`src/uocr_defines.svh`:
```
// Offsets, field positions, reset values and timing counts of the OTG config registers.
// Assumes byte addressing on an APB bus with one 32-bit word per register.
`ifndef UOCR_DEFINES_SVH
`define UOCR_DEFINES_SVH

// ----------------------------------------
// Register offsets
// ----------------------------------------
`define UOCR_SOF_OFS 8'h00
`define UOCR_CFG1_OFS 8'h04
`define UOCR_CFG2_OFS 8'h08
`define UOCR_OTG_OFS 8'h0C
`define UOCR_PWR_OFS 8'h10

// ----------------------------------------
// Config one fields
// ----------------------------------------
`define UOCR_EYE_BIT 7
`define UOCR_DMON_BIT 6
`define UOCR_IDLE_BIT 4
`define UOCR_PP_LSB 0

// ----------------------------------------
// Config two fields
// ----------------------------------------
`define UOCR_CSEL_BIT 5
`define UOCR_PULL_BIT 4
`define UOCR_SER_BIT 3
`define UOCR_BOOST_BIT 2
`define UOCR_CMP_BIT 1
`define UOCR_XCVR_BIT 0

// ----------------------------------------
// OTG event flags and the power-enable bit
// ----------------------------------------
`define UOCR_ID_BIT 7
`define UOCR_TMR_BIT 6
`define UOCR_LINE_BIT 5
`define UOCR_ACT_BIT 4
`define UOCR_SESV_BIT 3
`define UOCR_SESE_BIT 2
`define UOCR_AVV_BIT 0
`define UOCR_PWR_BIT 0

// ----------------------------------------
// Writable masks and reset values
// ----------------------------------------
`define UOCR_CFG1_MASK 8'hD3
`define UOCR_CFG2_MASK 8'h3F
`define UOCR_OTG_MASK 8'hFD
`define UOCR_PWR_MASK 8'h01
`define UOCR_RESET_VAL 8'h00

// ----------------------------------------
// Timing
// ----------------------------------------
`define UOCR_MS_NS 1000000
`define UOCR_CLK_NS 25
`define UOCR_MS_CYCLES (`UOCR_MS_NS / `UOCR_CLK_NS)

`endif

```
`src/uocr_pkg.sv`:
```
// Types shared by the OTG config register block.
// Assumes nothing beyond a SystemVerilog compiler.
package uocr_pkg;

  // ----------------------------------------
  // VBUS comparator results
  // ----------------------------------------
  typedef struct packed {
    logic vbus_valid;
    logic session_valid;
    logic session_end;
  } uocr_vbus_type;

  // ----------------------------------------
  // Ping-pong buffer enables
  // ----------------------------------------
  typedef struct packed {
    logic ep0_out;
    logic ep0_in;
    logic ep_upper;
  } uocr_pp_type;

  // ----------------------------------------
  // Bus line state
  // ----------------------------------------
  typedef struct packed {
    logic se0;
    logic jst;
  } uocr_line_type;

endpackage

```
`src/uocr_ms_tick.sv`:
```
// One-cycle pulse every CYCLES clocks while enabled.
// Assumes a single clock and asynchronous active-low reset.
module uocr_ms_tick #(
  parameter int CYCLES = 40000
) (
  // Clock and reset
  input wire logic clk_i,
  input wire logic reset_n_i,
  // Control and result
  input wire logic enable_i,
  output logic tick_o
);
  localparam int CW = $clog2(CYCLES + 1);
  localparam logic [CW-1:0] LAST = CW'(CYCLES - 1);

  logic [CW-1:0] cnt_q;
  wire at_end = (cnt_q == LAST);

  always_ff @(posedge clk_i or negedge reset_n_i) begin
    if (!reset_n_i) begin
      cnt_q <= '0;
    end else if (!enable_i || at_end) begin
      cnt_q <= '0;
    end else begin
      cnt_q <= cnt_q + CW'(1);
    end
  end

  assign tick_o = enable_i && at_end;
endmodule

```
`src/uocr_line_mon.sv`:
```
// Pulses when the line state has held CYCLES clocks and differs from the last stable state.
// Assumes the line state is already synchronous to clk_i.
module uocr_line_mon #(
  parameter int CYCLES = 40000
) (
  // Clock and reset
  input wire logic clk_i,
  input wire logic reset_n_i,
  // Line and result
  input wire uocr_pkg::uocr_line_type line_i,
  output logic stable_change_o
);
  import uocr_pkg::*;
  localparam int CW = $clog2(CYCLES + 1);
  localparam logic [CW-1:0] LAST = CW'(CYCLES - 1);

  uocr_line_type prev_q;
  uocr_line_type stable_q;
  logic [CW-1:0] cnt_q;
  wire moved = (line_i != prev_q);
  wire held = (cnt_q == LAST);
  wire fire = held && !moved && (prev_q != stable_q);

  always_ff @(posedge clk_i or negedge reset_n_i) begin
    if (!reset_n_i) begin
      prev_q <= '0;
      stable_q <= '0;
      cnt_q <= '0;
    end else begin
      prev_q <= line_i;
      if (moved) begin
        cnt_q <= '0;
      end else if (!held) begin
        cnt_q <= cnt_q + CW'(1);
      end
      if (fire) begin
        stable_q <= prev_q;
      end
    end
  end

  assign stable_change_o = fire;
endmodule

```
`src/uocr_top.sv`:
```
// OTG configuration and event-status registers behind an APB slave.
// Assumes all pin inputs are synchronous to clk_i and APB runs on clk_i.
//
// Design decisions made here: the register addresses and the APB interface to the registers.
`include "uocr_defines.svh"

module uocr_top #(
  parameter int MS_CYCLES = `UOCR_MS_CYCLES,
  parameter int ADDR_W = 8
) (
  // Clock and reset
  input wire logic clk_i,
  input wire logic reset_n_i,
  // APB slave
  input wire logic psel_i,
  input wire logic penable_i,
  input wire logic pwrite_i,
  input wire logic [ADDR_W-1:0] paddr_i,
  input wire logic [31:0] pwdata_i,
  output logic [31:0] prdata_o,
  output logic pready_o,
  output logic pslverr_o,
  // Bus and chip status
  input wire logic dp_i,
  input wire logic dm_i,
  input wire logic low_speed_i,
  input wire logic id_i,
  input wire logic cpu_idle_i,
  input wire logic line_drive_i,
  // VBUS sources
  input wire uocr_pkg::uocr_vbus_type onchip_vbus_i,
  input wire uocr_pkg::uocr_vbus_type ext_vbus_i,
  input wire logic comparator_status_one_i,
  input wire logic comparator_status_two_i,
  // Configuration outputs
  output logic [7:0] sof_threshold_value_o,
  output logic eye_test_enable_o,
  output logic drive_monitor_n_o,
  output logic module_run_o,
  output uocr_pkg::uocr_pp_type pingpong_o,
  output uocr_pkg::uocr_vbus_type vbus_status_o,
  output logic vbus_pullup_o,
  output logic serial_ctrl_en_o,
  output logic dedicated_ctrl_en_o,
  output logic boost_enable_o,
  output logic ext_boost_ctrl_en_o,
  output logic comparator_enable_o,
  output logic ext_status_in_en_o,
  output logic xcvr_enable_o,
  output logic ext_xcvr_en_o,
  // Line state
  output logic live_j_indication_o,
  output logic se0_o
);
  import uocr_pkg::*;

  // ----------------------------------------
  // APB decode
  // ----------------------------------------
  logic [7:0] sof_q;
  logic [7:0] cfg1_q;
  logic [7:0] cfg2_q;
  logic [7:0] otg_q;
  logic [7:0] pwr_q;
  logic [31:0] prdata_q;

  wire [7:0] addr = paddr_i[7:0];
  wire hit_sof = (addr == `UOCR_SOF_OFS);
  wire hit_cfg1 = (addr == `UOCR_CFG1_OFS);
  wire hit_cfg2 = (addr == `UOCR_CFG2_OFS);
  wire hit_otg = (addr == `UOCR_OTG_OFS);
  wire hit_pwr = (addr == `UOCR_PWR_OFS);
  wire hit_any = hit_sof | hit_cfg1 | hit_cfg2 | hit_otg | hit_pwr;
  wire setup = psel_i && !penable_i;
  wire access = psel_i && penable_i;
  wire wr = access && pwrite_i && hit_any;
  wire [7:0] wbyte = pwdata_i[7:0];
  wire [7:0] rbyte = hit_sof ? sof_q :
                     hit_cfg1 ? cfg1_q :
                     hit_cfg2 ? cfg2_q :
                     hit_otg ? otg_q :
                     hit_pwr ? pwr_q : 8'h00;
  wire [31:0] prdata_d = (setup && !pwrite_i) ? {24'h00_0000, rbyte} : prdata_q;

  assign pready_o = 1'b1;
  assign pslverr_o = access && !hit_any;
  assign prdata_o = prdata_q;

  // ----------------------------------------
  // Configuration registers
  // ----------------------------------------
  always_ff @(posedge clk_i or negedge reset_n_i) begin
    if (!reset_n_i) begin
      sof_q <= `UOCR_RESET_VAL;
      cfg1_q <= `UOCR_RESET_VAL;
      cfg2_q <= `UOCR_RESET_VAL;
      pwr_q <= `UOCR_RESET_VAL;
      prdata_q <= '0;
    end else begin
      prdata_q <= prdata_d;
      if (wr && hit_sof) sof_q <= wbyte;
      if (wr && hit_cfg1) cfg1_q <= wbyte & `UOCR_CFG1_MASK;
      if (wr && hit_cfg2) cfg2_q <= wbyte & `UOCR_CFG2_MASK;
      if (wr && hit_pwr) pwr_q <= wbyte & `UOCR_PWR_MASK;
    end
  end

  // ----------------------------------------
  // Configuration decode
  // ----------------------------------------
  wire [1:0] pp_mode = cfg1_q[`UOCR_PP_LSB +: 2];
  wire xcvr_dis = cfg2_q[`UOCR_XCVR_BIT];
  wire cmp_dis = cfg2_q[`UOCR_CMP_BIT];
  wire boost_dis = cfg2_q[`UOCR_BOOST_BIT];
  wire pwr_en = pwr_q[`UOCR_PWR_BIT];

  assign sof_threshold_value_o = sof_q;
  assign eye_test_enable_o = cfg1_q[`UOCR_EYE_BIT];
  assign drive_monitor_n_o = !(cfg1_q[`UOCR_DMON_BIT] && xcvr_dis && line_drive_i);
  assign module_run_o = pwr_en && !(cfg1_q[`UOCR_IDLE_BIT] && cpu_idle_i);
  assign pingpong_o.ep0_out = (pp_mode == 2'b10) || (pp_mode == 2'b01);
  assign pingpong_o.ep0_in = (pp_mode == 2'b10);
  assign pingpong_o.ep_upper = pp_mode[1];
  assign vbus_pullup_o = cfg2_q[`UOCR_PULL_BIT];
  assign serial_ctrl_en_o = cfg2_q[`UOCR_SER_BIT];
  assign dedicated_ctrl_en_o = !cfg2_q[`UOCR_SER_BIT];
  assign boost_enable_o = !boost_dis;
  assign ext_boost_ctrl_en_o = boost_dis;
  assign comparator_enable_o = !cmp_dis;
  assign ext_status_in_en_o = cmp_dis;
  assign xcvr_enable_o = !xcvr_dis;
  assign ext_xcvr_en_o = xcvr_dis;

  // ----------------------------------------
  // VBUS source selection
  // ----------------------------------------
  uocr_vbus_type enc_vbus;
  uocr_vbus_type dig_vbus;
  uocr_vbus_type vbus_sel;
  assign enc_vbus.vbus_valid = comparator_status_two_i && comparator_status_one_i;
  assign enc_vbus.session_valid = comparator_status_two_i || comparator_status_one_i;
  assign enc_vbus.session_end = !comparator_status_two_i && !comparator_status_one_i;
  assign dig_vbus = cfg2_q[`UOCR_CSEL_BIT] ? ext_vbus_i : enc_vbus;
  assign vbus_sel = cmp_dis ? dig_vbus : onchip_vbus_i;

  // ----------------------------------------
  // Line state and event sources
  // ----------------------------------------
  uocr_vbus_type vbus_q;
  uocr_line_type line_now;
  uocr_line_type line_q;
  logic id_q;
  logic [1:0] dpdm_q;
  logic ms_tick;
  logic line_evt;
  // Low until the history flops hold real pin levels
  logic primed_q;

  assign line_now.se0 = !dp_i && !dm_i;
  assign line_now.jst = low_speed_i ? (!dp_i && dm_i) : (dp_i && !dm_i);
  assign vbus_status_o = vbus_q;
  assign live_j_indication_o = line_q.jst;
  assign se0_o = line_q.se0;

  always_ff @(posedge clk_i or negedge reset_n_i) begin
    if (!reset_n_i) begin
      vbus_q <= '0;
      line_q <= '0;
      id_q <= 1'b0;
      dpdm_q <= 2'b00;
      primed_q <= 1'b0;
    end else begin
      primed_q <= 1'b1;
      vbus_q <= vbus_sel;
      line_q <= line_now;
      id_q <= id_i;
      dpdm_q <= {dp_i, dm_i};
    end
  end

  uocr_ms_tick #(
    .CYCLES(MS_CYCLES)
  ) u_ms_tick (
    .clk_i(clk_i),
    .reset_n_i(reset_n_i),
    .enable_i(module_run_o),
    .tick_o(ms_tick)
  );

  uocr_line_mon #(
    .CYCLES(MS_CYCLES)
  ) u_line_mon (
    .clk_i(clk_i),
    .reset_n_i(reset_n_i),
    .line_i(line_q),
    .stable_change_o(line_evt)
  );

  // ----------------------------------------
  // OTG event flags
  // ----------------------------------------
  // No false edge from reset values on the first edge after release
  wire vv_chg = primed_q && (vbus_sel.vbus_valid != vbus_q.vbus_valid);
  wire sv_chg = primed_q && (vbus_sel.session_valid != vbus_q.session_valid);
  wire se_chg = primed_q && (vbus_sel.session_end != vbus_q.session_end);
  wire act_chg = primed_q && (({dp_i, dm_i} != dpdm_q) || vv_chg);
  logic [7:0] evt;
  always_comb begin
    evt = 8'h00;
    evt[`UOCR_ID_BIT] = primed_q && (id_i != id_q);
    evt[`UOCR_TMR_BIT] = ms_tick;
    evt[`UOCR_LINE_BIT] = line_evt;
    evt[`UOCR_ACT_BIT] = act_chg;
    evt[`UOCR_SESV_BIT] = sv_chg;
    evt[`UOCR_SESE_BIT] = se_chg;
    evt[`UOCR_AVV_BIT] = vv_chg;
  end

  wire [7:0] clr = (wr && hit_otg) ? wbyte : 8'h00;
  wire [7:0] otg_d = ((otg_q & ~clr) | evt) & `UOCR_OTG_MASK;

  always_ff @(posedge clk_i or negedge reset_n_i) begin
    if (!reset_n_i) begin
      otg_q <= `UOCR_RESET_VAL;
    end else begin
      otg_q <= otg_d;
    end
  end

  wire wr_otg = wr && hit_otg;
endmodule

```
`config.mk`:
```
export PLATFORM = sky130hd
export DESIGN_NAME = uocr_top
export DESIGN_NICKNAME = d
export VERILOG_FILES = /design/src/uocr_pkg.sv /design/src/uocr_ms_tick.sv /design/src/uocr_line_mon.sv /design/src/uocr_top.sv
export VERILOG_INCLUDE_DIRS = /design/src
export SDC_FILE = /design/constraint.sdc
export NUM_CORES = 1
export LEC_CHECK = 0
export CAP_MARGIN = 40
export CORE_MARGIN = 5
export CORE_UTILIZATION = 55
export DETAILED_ROUTE_END_ITERATION = 6
export DONT_BUFFER_PORTS = 1
export GPL_ROUTABILITY_DRIVEN = 0
export PLACE_DENSITY = 0.78
export SLEW_MARGIN = 20
export SYNTH_ARGS = -nofsm -noshare
export SYNTH_HDL_FRONTEND = slang
export SYNTH_SLANG_ARGS = --single-unit
export TNS_END_PERCENT = 10
```
`constraint.sdc`:
```
create_clock -name clk_i -period 2.6 [get_ports clk_i]
set_clock_uncertainty 0.2 [all_clocks]
set_input_delay 0.26 -clock clk_i [delete_from_list [all_inputs] [get_ports clk_i]]
set_output_delay 0.26 -clock clk_i [all_outputs]
set_load 0.02 [all_outputs]
```
==> flow_metrics.env <==
export IMPL_wl_um=8751
export IMPL_required_ns=2.63
export IMPL_startpoint_type="register"
export IMPL_path_buf_inv=0
export IMPL_place_area_um2=4173
export IMPL_row_count=31
export IMPL_design_area_um2=4603
export IMPL_hp_class="primary input to register"
export IMPL_clock_latency_ns=0.34
export IMPL_drv_cap=0
export IMPL_yosys_cell_count_top_type="dfrtp_1"
export IMPL_report_final_slew_viol_count=0
export IMPL_antenna_left=0
export IMPL_start_util_pct=57.11
export IMPL_drc=0
export IMPL_leakagePower_uw=0.002026
export IMPL_synth_warnings=0
export IMPL_cts_tree="yes"
export IMPL_portBuffers=0
export IMPL_critPathCaptureType="register"
export IMPL_drtIter0Drc=229
export IMPL_firstDrtPassIters=4
export IMPL_fmax_mhz=479.1
export IMPL_via_per_inst=5.567
export IMPL_synth_top_area_share_pct=47.82
export IMPL_area_delta_synth_final_pct=9.952
export IMPL_nNetsFinal=489
export IMPL_synth_edf_count=0
export IMPL_gr_total_overflow=0
export IMPL_cp_max_fo=7
export IMPL_grt_pass1_wl_um=14560
export IMPL_die_area_um2=9457
export IMPL_fin_crit_sh_pct=80.28
export IMPL_cp_slowest_cell="dfrtp_1"
export IMPL_clk_path_buf_depth=2
export IMPL_synth_top_flop_cell="dfrtp_1"
export IMPL_setup_viol=0
export IMPL_ir_drop_v=0.0003665
export IMPL_hold_viol=0
export IMPL_cp_top_family="simple AND/OR/NAND/NOR gates"
export IMPL_coreArea_um2=7331
export IMPL_grt_total_usage_pct=18.72
export IMPL_dpl_hpwl_um=6085
export IMPL_syn_avg_cell_area_um2=10.44
export IMPL_path_class="register to register"
export IMPL_seq_area_um2=2002
export IMPL_cts_root_buf="clkbuf_8"
export IMPL_cp_arrival_ns=2.12
export IMPL_n_antenna_cell=0
export IMPL_antenna_found_initial=0
export IMPL_p_per_area_nw_per_um2=503.0
export IMPL_critPathMaxStageDelay_ns=0.44
export IMPL_tightest_slew_ns=0.5335
export IMPL_postSynth_asyncResetShare_pct=100.0
export IMPL_grt_setup_unrepaired="no"
export IMPL_status="completed"
export IMPL_synthDistinctLibCells=54
export IMPL_wire_per_inst_um=16.48
export IMPL_ys_seq_elements=80
export IMPL_clk_pin_slew_ns=0.09
export IMPL_grt_max_degree=81
export IMPL_cts_htree_levels=3
export IMPL_syn_inst=401
export IMPL_ioPinCount=121
export IMPL_grt_pass1_vias=2887
export IMPL_yosys_area_top_type="dfrtp_1"
export IMPL_worstPathCellList="nor4b_1 > and4_1 > nand3_1 > mux2_2"
export IMPL_fin_setup_tns_ns=0
export IMPL_vias=2956
export IMPL_cts_sinks=80
export IMPL_fp_dieH_um=97.25
export IMPL_die_w_um=97.25
export IMPL_multi_input_area_um2=1961
export IMPL_drive_gt1_share_pct=12.96
export IMPL_ys_top_cells_by_count="80 x dfrtp_1, 37 x nand2_1, 32 x nor2_1"
export IMPL_min_period_ns=2.087
export IMPL_yosysSeqAreaShare_pct=47.82
export IMPL_maxSlewHeadroom_pct=64.17
export IMPL_synth_area_leaders="dfrtp_1 48%, mux2_4 6.8%, buf_4 4.7%, nand2_1 3.3%, xor2_1 3.1%"
export IMPL_cts_made_buffers=9
export IMPL_synth_area_um2=4187
export IMPL_fill_cells=586
worst reg2reg max path, cell delays in order (launching register included):
cell     delay [ns]
dfrtp_1        0.44
nor4b_1        0.44
and4_1         0.40
nand3_1        0.18
mux2_2         0.32
flip-flops by register name, indices dropped and copies added (netlist names), 2 cells and up:
| signal | flops |
|---|---|
| dpdm_q | 2 |
| prdata_o | 8 |
| u_line_mon.cnt_q | 16 |
| u_ms_tick.cnt_q | 16 |
| u_line_mon.stable_q | 2 |
| u_line_mon.prev_q | 2 |
| vbus_status_o | 3 |
| sof_threshold_value_o | 8 |
| cfg2_q | 6 |
| otg_q | 7 |
| cfg1_q | 5 |
path summary, 6_finish.rpt:
path | start | to | slack [ns] | cells after the start
setup reg to reg | u_line_mon.cnt_q[8] | u_line_mon.stable_q[0] | 0.51 | 4
min in group asynchronous | reset_n_i | u_ms_tick.cnt_q[12] | 0.28 | 2
max in group asynchronous | reset_n_i | sof_threshold_value_o[0] | 1.61 | 2
setup / recovery | u_line_mon.cnt_q[8] | u_line_mon.stable_q[0] | 0.51 | 4
hold reg to reg | otg_q[3] | otg_q[3] | 0.30 | 1
hold / removal | dm_i | otg_q[4] | 0.01 | 3
logic make-up after synthesis:
logic type,after synthesis,share of synthesized area [%]
simple gates,153,19.90
mux,28,9.384
other cells,2,0.1794
buf+inv,53,7.501
fa+ha+maj,3,0.8967
xor+xnor,26,5.439
compound gates,56,8.877
flops,80,47.82
per-stage QoR:
step | setup WS (ns) | std cells | hold WS, ns | power [uW] | util [%]
2_1_floorplan | 0.6118 | 425 | -0.2356 | 1474 | -
3_3_place_gp | 0.5639 | 491 | -0.2316 | 1454 | 56.92
3_5_place_dp | 0.5517 | 491 | -0.2307 | 1459 | 56.92
4_1_cts | 0.5021 | 530 | 0.004064 | 2328 | 62.66
5_1_grt | 0.3990 | 531 | 0.01328 | 2417 | 62.79
6_report | 0.5128 | 531 | 0.01329 | 2316 | 62.79
where the power goes:
group	switching (uW)	total (uW)	internal (uW)	leakage, uW
Combinational	126	199	73.2	0.000883
Clock	466	817	350	0.0000789
Sequential	34.6	1300	1260	0.00106
placed cells by master, fill, tap and decap left out, drive strengths merged, types with 4 or more instances in the layout:
master and instances:
nor3 9, conb 26, nand3 15, xnor2 11
nor2 32, mux2 23, xor2 15, nand3b 4
clkbuf 10, dfrtp 80, nand2b 5, o21ai 17
dlygate4sd3 23, nand2 39, inv 18, mux2i 4
and4 4, a21oi 11, buf 4, o41ai 4
or3 12, nand4 11, or2 5, a31oi 7
nor4 6
metal layers:
layer / global-route usage [%] / wire length [um]
met5: 0 / 0
met4: 7.029 / 187
met3: 5.097 / 603
met2: 30.79 / 4194
met1: 23.63 / 3766
what timing repair did:
action / in CTS / in global routing
resized for setup: 0 / 0
hold buffers: 23 / 1
setup buffers: 0 / 0
hold endpoints to repair: 122 / 1
area by class of cell:
| cell class | instances | area share, % |
|---|---|---|
| Sequential cell | 80 | 43.49 |
| Multi-Input combinational cell | 292 | 42.59 |
| Tap cell | 99 | 2.691 |
| Timing Repair Buffer | 27 | 6.089 |
| Clock inverter | 6 | 0.9785 |
| Clock buffer | 10 | 2.772 |
| Inverter | 17 | 1.386 |
No activity file was read; power rests on OpenSTA's default activity.
